File: config.mk
export PLATFORM = sky130hd
export DESIGN_NAME = sdm_stack_data_map
export DESIGN_NICKNAME = d
export VERILOG_FILES = /design/src/sdm_pkg.sv /design/src/sdm_ret_stack.sv /design/src/sdm_gp_ram.sv /design/src/sdm_stack_data_map.sv
export SDC_FILE = /design/constraint.sdc
export NUM_CORES = 2
export LEC_CHECK = 0
export ABC_AREA = 1
export BUFFER_PORTS_ARGS = -buffer_cell sky130_fd_sc_hd__buf_2
export CAP_MARGIN = 20
export CORE_UTILIZATION = 40
export DETAILED_ROUTE_END_ITERATION = 8
export MAX_ROUTING_LAYER = met4
export PLACE_DENSITY_LB_ADDON = 0.08
export SYNTH_ARGS = -nofsm -noshare
export SYNTH_HDL_FRONTEND = slang
export SYNTH_SLANG_ARGS = --single-unit
File: constraint.sdc
create_clock -name clk_i -period 28.7 [get_ports clk_i]
set_input_delay 1.435 -clock clk_i [delete_from_list [all_inputs] [get_ports clk_i]]
set_output_delay 1.435 -clock clk_i [all_outputs]
set_load 0.1 [all_outputs]
File: src/sdm_pkg.sv
// Functional notes
// - four-level return store for program counter values, invisible to code
// - active level chosen by a hidden stack_index, never readable or writable
// - call or interrupt acknowledge pushes pc; return reloads newest level
// - reset makes stack_index designate the top of the return store
// - stack full: keep interrupt request pending, acknowledge after a return
// - call on a full stack drops the oldest address, keeps newest four
// - 96 general-purpose bytes at 20H to 7FH, readable and writable
// - unassigned special-function locations below 20H read as zero
// - indirect_port_zero at 00H, indirect_port_one at 02H act via pointers
// - pointer_zero at 01H, pointer_one at 03H reach every bank 0 data location except the indirect ports
// - bank_select 04H, accumulator 05H, program counter low byte 06H
// - table_low_pointer 07H, table_page_pointer 1FH, table_result_high 08H
// - status 0AH, interrupt_control 0BH, watchdog_setting 09H
// - timer high 0FH, timer low 10H, timer_control 11H
// - port data 12H and 14H, direction registers 13H and 15H
// - usb_ps2_status_control 1AH, endpoint_interrupt_status 1BH, clock 1CH
// - arithmetic and rotate work directly on any data location
// - single-bit set and clear on every bit except dedicated bits
// - bank 1 usb registers reached only via pointer_one with bank_select 1
// - table bits 10..8 are 7 on a last-page read, else table_page_pointer when enabled, else pc
package sdm_pkg;
  localparam int PC_WIDTH = 11;
  localparam int STACK_DEPTH = 4;
  localparam int RAM_DEPTH = 96;
  localparam logic [6:0] ADDR_IND_A = 7'h00;
  localparam logic [6:0] ADDR_PTR_A = 7'h01;
  localparam logic [6:0] ADDR_IND_B = 7'h02;
  localparam logic [6:0] ADDR_PTR_B = 7'h03;
  localparam logic [6:0] ADDR_BANK = 7'h04;
  localparam logic [6:0] ADDR_TBL_LOW = 7'h07;
  localparam logic [6:0] ADDR_TBL_HIGH = 7'h08;
  localparam logic [6:0] ADDR_TBL_PAGE = 7'h1F;
  localparam logic [6:0] RAM_BASE = 7'h20;
  // one bit per address below 20H served by the outside peripherals:
  // 05 acc, 06 pc low, 09 watchdog, 0A status, 0B int ctrl, 0F/10/11 timer,
  // 12..15 ports, 1A/1B usb, 1C clock control
  localparam logic [31:0] EXT_MAP = 32'h1C3F_8E60;
  localparam logic [7:0] REG_RESET = 8'h00;
  localparam logic [2:0] LAST_PAGE = 3'h7;
  localparam int ROM_HI_LSB = 8;
endpackage

File: src/sdm_ret_stack.sv
`timescale 1ns/1ps
`default_nettype none
module sdm_ret_stack
  import sdm_pkg::*;
#(
  parameter int DEPTH = STACK_DEPTH,
  parameter int PC_W = PC_WIDTH
) (
  input wire logic clk_i,
  input wire logic reset_i,
  input wire logic push_i,
  input wire logic pop_i,
  input wire logic [PC_W-1:0] pc_i,
  output logic [PC_W-1:0] top_o,
  output logic full_o,
  output logic empty_o
);
  localparam int IW = $clog2(DEPTH);
  localparam logic [IW:0] FULL_CNT = (IW+1)'(DEPTH);
  typedef struct packed {
    logic [DEPTH-1:0][PC_W-1:0] slot;
    logic [IW-1:0] idx;
    logic [IW:0] cnt;
  } sdm_stk_s;
  sdm_stk_s st, next_st;
  logic [IW-1:0] top_idx;

  // index names the next free slot; the newest entry sits just below it
  assign top_idx = st.idx - 1'b1;
  assign top_o = st.slot[top_idx];
  assign full_o = (st.cnt == FULL_CNT);
  assign empty_o = (st.cnt == '0);

  // power-of-two depth makes the index wrap by itself on overflow
  always_comb begin
    next_st = st;
    if (push_i && pop_i) begin
      next_st.slot[top_idx] = pc_i; // return then call: reuse the level
    end else if (push_i) begin
      next_st.slot[st.idx] = pc_i;
      next_st.idx = st.idx + 1'b1;
      if (st.cnt != FULL_CNT) begin
        next_st.cnt = st.cnt + 1'b1;
      end
    end else if (pop_i) begin
      next_st.idx = top_idx;
      if (st.cnt != '0) begin
        next_st.cnt = st.cnt - 1'b1;
      end
    end
  end

  // index and slots are private, no data-space path reaches them
  always_ff @(posedge clk_i or posedge reset_i) begin
    if (reset_i) begin
      st <= '0;
    end else begin
      st <= next_st;
    end
  end
endmodule
`default_nettype wire

File: src/sdm_gp_ram.sv
`timescale 1ns/1ps
`default_nettype none
module sdm_gp_ram
  import sdm_pkg::*;
#(
  parameter int DEPTH = RAM_DEPTH
) (
  input wire logic clk_i,
  input wire logic reset_i,
  input wire logic we_i,
  input wire logic [6:0] idx_i,
  input wire logic [7:0] wdata_i,
  output logic [7:0] rdata_o
);
  typedef struct packed {
    logic [DEPTH-1:0][7:0] mem;
  } sdm_ram_s;
  sdm_ram_s st, next_st;

  // out-of-range index reads zero instead of an undefined entry
  assign rdata_o = (idx_i < 7'(DEPTH)) ? st.mem[idx_i] : 8'h00;

  // whole-byte write; bit and alu updates are merged by the caller
  always_comb begin
    next_st = st;
    for (int i = 0; i < DEPTH; i++) begin
      if (we_i && idx_i == 7'(i)) begin
        next_st.mem[i] = wdata_i;
      end
    end
  end

  always_ff @(posedge clk_i or posedge reset_i) begin
    if (reset_i) begin
      st <= '0;
    end else begin
      st <= next_st;
    end
  end
endmodule
`default_nettype wire

File: src/sdm_stack_data_map.sv
`timescale 1ns/1ps
`default_nettype none
module sdm_stack_data_map
  import sdm_pkg::*;
#(
  parameter int PC_W = PC_WIDTH
) (
  input wire logic clk_i,
  input wire logic reset_i,
  input wire logic [6:0] dm_addr_i,
  input wire logic dm_rd_i,
  input wire logic dm_wr_i,
  input wire logic [7:0] dm_wdata_i,
  input wire logic dm_bit_i,
  input wire logic dm_bit_val_i,
  input wire logic [2:0] dm_bit_sel_i,
  output logic [7:0] dm_rdata_o,
  output logic dm_valid_o,
  input wire logic [7:0] ext_rdata_i,
  output logic ext_rd_o,
  output logic ext_wr_o,
  output logic ext_bit_o,
  output logic ext_bit_val_o,
  output logic [2:0] ext_bit_sel_o,
  output logic [6:0] ext_addr_o,
  output logic ext_bank1_o,
  output logic [7:0] ext_wdata_o,
  input wire logic [PC_W-1:0] pc_i,
  input wire logic call_i,
  input wire logic ret_i,
  input wire logic irq_req_i,
  input wire logic irq_en_i,
  output logic irq_ack_o,
  output logic irq_pend_o,
  output logic [PC_W-1:0] ret_pc_o,
  output logic ret_valid_o,
  input wire logic tbl_rd_i,
  input wire logic tbl_last_i,
  input wire logic page_opt_i,
  input wire logic rom_valid_i,
  input wire logic [13:0] rom_data_i,
  output logic [PC_W-1:0] tbl_addr_o,
  output logic tbl_req_o
);
  typedef enum logic [1:0] {CLS_NULL, CLS_RAM, CLS_LOCAL, CLS_EXT} sdm_cls_e;

  typedef struct packed {
    logic [7:0] ptr_a;
    logic [7:0] ptr_b;
    logic [7:0] bank;
    logic [7:0] tbl_low;
    logic [7:0] tbl_page;
    logic [7:0] tbl_high;
    logic [7:0] rdata;
    logic rvalid;
    logic ext_pend;
    logic ext_rd;
    logic ext_wr;
    logic ext_bit;
    logic bit_val;
    logic [2:0] bit_sel;
    logic [6:0] ext_addr;
    logic bank1;
    logic [7:0] ext_wdata;
    logic irq_pend;
    logic irq_ack;
    logic [PC_W-1:0] ret_pc;
    logic ret_valid;
    logic [PC_W-1:0] tbl_addr;
    logic tbl_req;
  } sdm_main_s;

  sdm_main_s st, next_st;
  sdm_cls_e cls;
  logic [6:0] tgt;
  logic tgt_b1;
  logic ind;
  logic self_ref;
  logic loc_hit;
  logic [7:0] loc_rd;
  logic [7:0] old_val;
  logic [7:0] wval;
  logic wr_any;
  logic ram_we;
  logic [6:0] ram_idx;
  logic [7:0] ram_rdata;
  logic stk_full;
  logic stk_empty;
  logic [PC_W-1:0] stk_top;
  logic ack_now;
  logic push;
  logic [2:0] tbl_hi;

  // indirect ports follow the pointers; only pointer_one sees bank 1
  always_comb begin
    tgt = dm_addr_i;
    tgt_b1 = 1'b0;
    ind = 1'b0;
    if (dm_addr_i == ADDR_IND_A) begin
      tgt = st.ptr_a[6:0];
      ind = 1'b1;
    end else if (dm_addr_i == ADDR_IND_B) begin
      tgt = st.ptr_b[6:0];
      // bank 1 only exists above the special area; below it acts as bank 0
      tgt_b1 = st.bank[0] && (st.ptr_b[6:0] >= RAM_BASE);
      ind = 1'b1;
    end
  end

  // a pointer aimed at an indirect port would loop, so it is a null access
  assign self_ref = ind && (tgt == ADDR_IND_A || tgt == ADDR_IND_B);
  assign loc_hit = (tgt == ADDR_PTR_A) || (tgt == ADDR_PTR_B) ||
                   (tgt == ADDR_BANK) || (tgt == ADDR_TBL_LOW) ||
                   (tgt == ADDR_TBL_HIGH) || (tgt == ADDR_TBL_PAGE);

  // address class; bank 1 above the special area belongs to the usb block
  always_comb begin
    if (self_ref) begin
      cls = CLS_NULL;
    end else if (tgt >= RAM_BASE) begin
      cls = tgt_b1 ? CLS_EXT : CLS_RAM;
    end else if (EXT_MAP[tgt[4:0]]) begin
      cls = CLS_EXT;
    end else if (loc_hit) begin
      cls = CLS_LOCAL;
    end else begin
      cls = CLS_NULL;
    end
  end

  // read view of the registers held here
  always_comb begin
    case (tgt)
      ADDR_PTR_A: loc_rd = st.ptr_a;
      ADDR_PTR_B: loc_rd = st.ptr_b;
      ADDR_BANK: loc_rd = st.bank;
      ADDR_TBL_LOW: loc_rd = st.tbl_low;
      ADDR_TBL_HIGH: loc_rd = st.tbl_high;
      ADDR_TBL_PAGE: loc_rd = st.tbl_page;
      default: loc_rd = 8'h00;
    endcase
  end

  // bit updates merge into the old byte so ram and local regs share one path
  always_comb begin
    old_val = (cls == CLS_RAM) ? ram_rdata : loc_rd;
    wval = dm_wdata_i;
    if (!dm_wr_i) begin
      wval = old_val;
      wval[dm_bit_sel_i] = dm_bit_val_i;
    end
  end

  assign wr_any = dm_wr_i || dm_bit_i;
  assign ram_we = wr_any && (cls == CLS_RAM);
  assign ram_idx = tgt - RAM_BASE;

  // interrupt waits while every level is taken; a call has priority
  assign ack_now = st.irq_pend && irq_en_i && !stk_full && !call_i && !ret_i;
  assign push = call_i || ack_now;
  assign tbl_hi = tbl_last_i ? LAST_PAGE :
                  (page_opt_i ? st.tbl_page[2:0] : pc_i[PC_W-1:PC_W-3]);

  // main next-state logic
  always_comb begin
    next_st = st;
    next_st.rvalid = 1'b0;
    next_st.ext_pend = 1'b0;
    next_st.ext_rd = 1'b0;
    next_st.ext_wr = 1'b0;
    next_st.ext_bit = 1'b0;
    next_st.irq_ack = ack_now;
    next_st.ret_valid = ret_i;
    next_st.tbl_req = 1'b0;
    // peripheral data arrives one cycle after its strobe
    if (st.ext_pend) begin
      next_st.rdata = ext_rdata_i;
      next_st.rvalid = 1'b1;
    end
    if (dm_rd_i) begin
      case (cls)
        CLS_RAM: begin
          next_st.rdata = ram_rdata;
          next_st.rvalid = 1'b1;
        end
        CLS_LOCAL: begin
          next_st.rdata = loc_rd;
          next_st.rvalid = 1'b1;
        end
        CLS_EXT: begin
          next_st.ext_rd = 1'b1;
          next_st.ext_pend = 1'b1;
        end
        default: begin
          next_st.rdata = REG_RESET;
          next_st.rvalid = 1'b1;
        end
      endcase
    end
    if (cls == CLS_EXT && (dm_rd_i || wr_any)) begin
      next_st.ext_addr = tgt;
      next_st.bank1 = tgt_b1;
      next_st.ext_wr = dm_wr_i;
      next_st.ext_bit = dm_bit_i && !dm_wr_i;
      next_st.ext_wdata = dm_wdata_i;
      next_st.bit_val = dm_bit_val_i;
      next_st.bit_sel = dm_bit_sel_i;
    end
    // table_result_high is read only, so it refuses writes and bit ops
    if (wr_any && cls == CLS_LOCAL) begin
      case (tgt)
        ADDR_PTR_A: next_st.ptr_a = wval;
        ADDR_PTR_B: next_st.ptr_b = wval;
        ADDR_BANK: next_st.bank = wval;
        ADDR_TBL_LOW: next_st.tbl_low = wval;
        ADDR_TBL_PAGE: next_st.tbl_page = wval;
        default: next_st.tbl_high = st.tbl_high;
      endcase
    end
    if (rom_valid_i) begin
      next_st.tbl_high = {2'b00, rom_data_i[13:ROM_HI_LSB]};
    end
    if (tbl_rd_i) begin
      next_st.tbl_addr = {tbl_hi, st.tbl_low};
      next_st.tbl_req = 1'b1;
    end
    // a new request in the acknowledge cycle is kept, set wins
    next_st.irq_pend = (st.irq_pend && !ack_now) || irq_req_i;
    if (ret_i) begin
      next_st.ret_pc = stk_top;
    end
  end

  always_ff @(posedge clk_i or posedge reset_i) begin
    if (reset_i) begin
      st <= '0;
    end else begin
      st <= next_st;
    end
  end

  sdm_ret_stack #(
    .DEPTH(STACK_DEPTH),
    .PC_W(PC_W)
  ) u_stack (
    .clk_i(clk_i),
    .reset_i(reset_i),
    .push_i(push),
    .pop_i(ret_i),
    .pc_i(pc_i),
    .top_o(stk_top),
    .full_o(stk_full),
    .empty_o(stk_empty)
  );

  sdm_gp_ram #(
    .DEPTH(RAM_DEPTH)
  ) u_ram (
    .clk_i(clk_i),
    .reset_i(reset_i),
    .we_i(ram_we),
    .idx_i(ram_idx),
    .wdata_i(wval),
    .rdata_o(ram_rdata)
  );

  // outputs straight from the state register
  assign dm_rdata_o = st.rdata;
  assign dm_valid_o = st.rvalid;
  assign ext_rd_o = st.ext_rd;
  assign ext_wr_o = st.ext_wr;
  assign ext_bit_o = st.ext_bit;
  assign ext_bit_val_o = st.bit_val;
  assign ext_bit_sel_o = st.bit_sel;
  assign ext_addr_o = st.ext_addr;
  assign ext_bank1_o = st.bank1;
  assign ext_wdata_o = st.ext_wdata;
  assign irq_ack_o = st.irq_ack;
  assign irq_pend_o = st.irq_pend;
  assign ret_pc_o = st.ret_pc;
  assign ret_valid_o = st.ret_valid;
  assign tbl_addr_o = st.tbl_addr;
  assign tbl_req_o = st.tbl_req;
endmodule
`default_nettype wire

* After elaboration in Yosys (flattened, before gate mapping)
Memory sizes are Yosys's and may differ from the RTL's.
Index checks and enable logic that the tools add are counted.
Widths: inputs -> output; s select.
** Word-level totals
- Register bits after elaboration :: 924
- Latch bits :: 0
- Memory bits (writable) :: 0
- Bits in read-only memories :: 32
- Bits of input ports :: 65
- Output and inout bits :: 58
- Word-level logic and storage cells :: 436
- Memories :: 1
** Operators by class
- Add/sub/neg operators :: 5
- $mul :: 0
- Divide/modulo/power cells :: 0
- Order comparisons :: 11
- Equality and inequality tests :: 109
- Shifts and indexed selects :: 0
- Mux-type cells :: 44
- Bitwise operators :: 1
- Reductions and logical operators :: 140
** Memory list
- (no name shown) :: depth 32, bits a word 1, read ports 1, clocked after memory_dff 0, write ports 0, RTL line sdm_stack_data_map.sv:122 : end else if (EXT_MAP[tgt[4:0]]) begin
** Operator list (number)
- $eq 7x6->1 const B :: 32
- $eq 7x7->1 const B :: 32
- $eq 7x5->1 const B :: 17
- $logic_and 1x1->1 :: 111
- $bwmux 44 :: 2
- $mux 44 :: 2
- $eq 7x4->1 const B :: 9
- $bmux 8 s7 :: 1
- $pmux 8 s6 :: 1
- $demux 11 s2 :: 2
- $mux 11 :: 4
- $eq 7x3->1 const B :: 6
- $mux 8 :: 5
- $eq 7x2->1 const B :: 5
- $pmux 9 s3 :: 1
- $bmux 11 s2 :: 1
- $mux 22 :: 1
- $logic_not 7->1 :: 3
- $eq 7x1->1 const B :: 2
- $ge 7x6->1 const B :: 2
- $mux 7 :: 2
- $mux 2 :: 6
- $mux 3 :: 4
- $reduce_and 2->1 :: 6
- other kinds (28) :: 53

* Longest topological paths before layout
- Word-level depth :: 17
- Gate-level depth with buffers :: 28
- Gate-level depth less buffers :: 23

* By module
From an unflattened synthesis, not the netlist that was laid out.
** Unflattened totals
- Cells, all modules :: 5693
- Area, all modules :: 43840.8 sq um
** Modules (own cells, without submodules)
- sdm_gp_ram :: instances 1, cells each 4662, area each 35542.8 sq um, sequential area each 19218.4 sq um
- sdm_stack_data_map :: instances 1, cells each 757, area each 5826.8 sq um, sequential area each 2602.5 sq um
- sdm_ret_stack :: instances 1, cells each 274, area each 2471.1 sq um, sequential area each 1226.2 sq um

* Least setup slack after synthesis
No wires, ideal clock.
- Kind :: input to register
- Start :: input dm_addr_i[0]
- End :: register u_ram.st[288] (netlist name)
- Library setup time :: 65 ps
- Data arrival time :: 4022 ps
- Data required time :: 28635 ps
- Setup slack :: 24613 ps
- Stages on the path :: 19
- Path buffers :: 3
- Cells stage by stage :: inv_2 > nand2_1 > nor2_2 > nand2_2 > o21ai_0 > a21oi_2 > ha_1 > clkbuf_1 > inv_1 > buf_1 > nor2_1 > inv_1 > nor2_1 > inv_2 > buf_6 > nor2_8 > inv_2 > nand2_1 > nand2_1
** On the way
- Longest elaborated chain between the ends :: 17
- Elaborated cells between the ends (all ways) :: 44
- Those cells by class :: add/sub (1); order compare (2); eq/ne (10); mux (19); reduce/logical (11); memory (1)
** Ends and longest elaborated chain
- from (decl) :: RTL line sdm_stack_data_map.sv:10 : input wire logic [6:0] dm_addr_i,
- branches (longest 17 deep; another with $sub 7x6->7)
- to (signal assigned) :: RTL line sdm_gp_ram.sv:37 : st <= next_st;
- to (decl) :: RTL line sdm_gp_ram.sv:18 : sdm_ram_s st, next_st;
Parallel ways; which one is timed is not known. The select of a mux whose other input is x is not followed.
A chain may end at the register's enable or synchronous reset.

* Worst setup path after layout
- Start :: input dm_addr_i[3]
- End :: register u_ram.st[460] (netlist name)
The elaborated chain is that of the path after synthesis.

==> impl_metrics.toml <==
[status]
status = "complete, no violations"

[global_routing]
grt_pass1_wl_mm = 249.4
antenna_found_initial = 1
grt_max_degree = 177
grt_overflow = 0
grt_pass1_vias = 40405
globalRouteTotalUtil_pct = 27.42

[clocking]
cts_buffers = 105
htree_num_levels = 3
cts_tree = "built"
ctsHoldBuffers = 0
clk_pin_slew_ns = 0.06
cts-root-buf = "clkbuf_16"
cts.path.max_buffers = 3
cts_resized = 0
cts_setup_buffers = 0
clk_latency_ns = 0.72
clkSinkCount = 921

[drt]
first_pass_iters = 6
drt_iter0_drc = 3959
detail_route.vias_per_cell = 4.942
wl_mm = 160.1
postRouteAntennaNets = 0
drc_errors = 0
via_count = 42015
route.detailed.wl_per_inst_um = 18.83

[critical_path]
worstPathMaxFanout = 70
crit_path_end_kind = "register"
crit_arrival_ns = 8.88
regToRegStartpoint = "st[99]"
crit_start = "dm_addr_i[3]"
cp.required_ns = 29.33
max_stage_delay_ns = 0.72
start_kind = "input port"
critPathKind = "in2reg"
critPathSlowestCell = "buf_4"
cp_common_cell = "nand2_1"

[power]
p_seq_share_pct = 42.8
p_int_uw = 2412
p_sw_share_pct = 32.96
p_clk_share_pct = 37.5
leakage_uw = 0.02927
ir_worst_vdd_mv = 0.05880
power.total_uw = 3598
cellPowerDensity_nw_per_um2 = 68.39
power_frac_comb_pct = 19.7
p_switching_uw = 1186

[yosys]
syn_avg_cell_area_um2 = 6.984
synthCells = 6876
synthArstFlopShare_pct = 100.0
synth_nets = 6949
synth_edf_count = 0
ys_ff_latch = 921
ys.flop_type = "dfrtp_1"
synth_seq_area_share_pct = 47.99
synth_cell_types = 42
syn_area_um2 = 48020
yosys_warnings = 0

[floorplan]
fp-row-count = 126
start_util_pct = 40.51
ios = 123
dieWidth_um = 348.5
die_h_um = 348.5
core-area_um2 = 118600
dieArea_um2 = 121400

[sta]
hold_viol_final = 0
rsz0062_at_grt = "false"
final.setup_skew_ns = 0.03207
finalSetupTns_ns = 0
worstMarginPinSlew_ns = 1.158
fmax_mhz = 121.2
setup_violations = 0
period_share_pct = 28.75
slew_headroom_pct = 22.82
final_max_slew_viol_count = 0
fin_crit_ns = 8.251

[layout]
syn_to_final_growth_pct = 9.549
diodes = 0
final_cell_mix = "nand2_1, dfrtp_1, inv_1"
nNetsFinal = 6898
drive_gt1_share_pct = 8.274
layout_commonest_cell = "nand2_1"

[worst_hold_path]
min_from = "tbl_addr_o[7]"
hp-class = "reg2reg"

[run]
drv_cap = 0

[placed_design]
io_buffers = 114
globalplace.congestion = 0.8828
post-dp-hpwl_mm = 96.04
-- synth_stat cells, types with 14 or more instances --
| cell | instances | share of area, % |
|---|---|---|
| nand2_1 | 4008 | 31 |
| dfrtp_1 | 921 | 48 |
| inv_1 | 503 | 3.9 |
| o21ai_0 | 291 | 3.0 |
| nor2_1 | 270 | 2.1 |
| buf_4 | 116 | 1.8 |
| nand3b_1 | 107 | 1.7 |
| nand3_1 | 101 | 1.1 |
| buf_2 | 87 | 0.91 |
| clkbuf_1 | 86 | 0.67 |
| inv_2 | 86 | 0.67 |
| nor2_2 | 62 | 0.81 |
| a21oi_1 | 43 | 0.45 |
| nor2_4 | 30 | 0.70 |
| buf_6 | 26 | 0.61 |
| buf_1 | 15 | 0.12 |
| o21ai_1 | 14 | 0.15 |
| or2_2 | 14 | 0.18 |
-- sequential cells by signal, summed over array words and instances, names as in the netlist --
signal and flops:
dm_rdata_o 8, dm_valid_o 1, ext_addr_o 7, ext_bank1_o 1
ext_bit_o 1, ext_bit_sel_o 3, ext_bit_val_o 1, ext_wdata_o 8
ext_wr_o 1, irq_ack_o 1, irq_pend_o 1, ret_pc_o 11
ret_valid_o 1, st 47, tbl_addr_o 11, tbl_req_o 1
u_ram.st 768, u_stack.st 49
-- metal layers --
metal	track usage [%]	vias up	routed length, um
met5	-	-	0
met4	8.065	0	4954
met3	3.517	245	9745
met2	41.89	1211	71520
met1	38.07	20100	73870
li1	-	20459	-
-- area by class of cell --
type                    count  area, um2
clock buffers             151       3063
clock inverters            32      319.1
fillers                 12511      65950
inverters                 597       2256
multi-input cells        5028      20860
flip-flops and latches    921      23050
well taps                1600       2002
repair buffers            172       1064
-- power groups by stage --
stage               clock network (uW)  registers (uW)  logic [uW]
finish                            1350            1540         708
global route                      1420            1560         791
CTS                               1370            1540         713
detailed placement                   0            1560         711
global placement                     0            1560         705
floorplan                            0            1550         555
-- cells by family after synthesis --
group	after synthesis	synth area share [%]
DFF	921	47.99
xor gates and xnor gates	4	0.07297
and+or+nand+nor	4634	38.76
adders and majority gates	8	0.2241
buffers and inverters	927	8.791
AOI/OAI and AO/OA	381	4.135
muxes	1	0.02345
-- per-stage QoR --
stage	cell area (um2)	cells	utilization (%)	setup slack, ns	hold slack, ns
2_1_floorplan	48020	6876	-	1.369	0.4402
3_3_place_gp	49200	8317	41.50	19.76	0.4508
3_5_place_dp	49230	8318	41.52	19.79	0.4563
4_1_cts	52610	8501	44.37	20.50	0.4721
5_1_grt	52610	8501	44.37	20.02	0.4837
6_report	52610	8501	44.37	20.45	0.4659
-- worst paths after layout --
check / end / slack [ns] / depth (start not counted)
worst max register to register: u_ram.st[460] / 21.28 / 24
worst max-delay path: u_ram.st[460] / 20.45 / 28
worst min-delay path: tbl_addr_o[7] / 0.47 / 2
worst min register to register: tbl_addr_o[7] / 0.47 / 2
min in group asynchronous: irq_ack_o / 0.85 / 2
max in group asynchronous: u_ram.st[407] / 24.57 / 5
-- worst max-delay path: cells and delay by family --
kind / cells / cell delay [ns]
AO/OA/AOI/OAI: 1 / 0.19
buffers and inverters: 8 / 3.96
AND/OR/NAND/NOR: 19 / 3.12
Note: power is estimated with default switching activity, not from simulation.
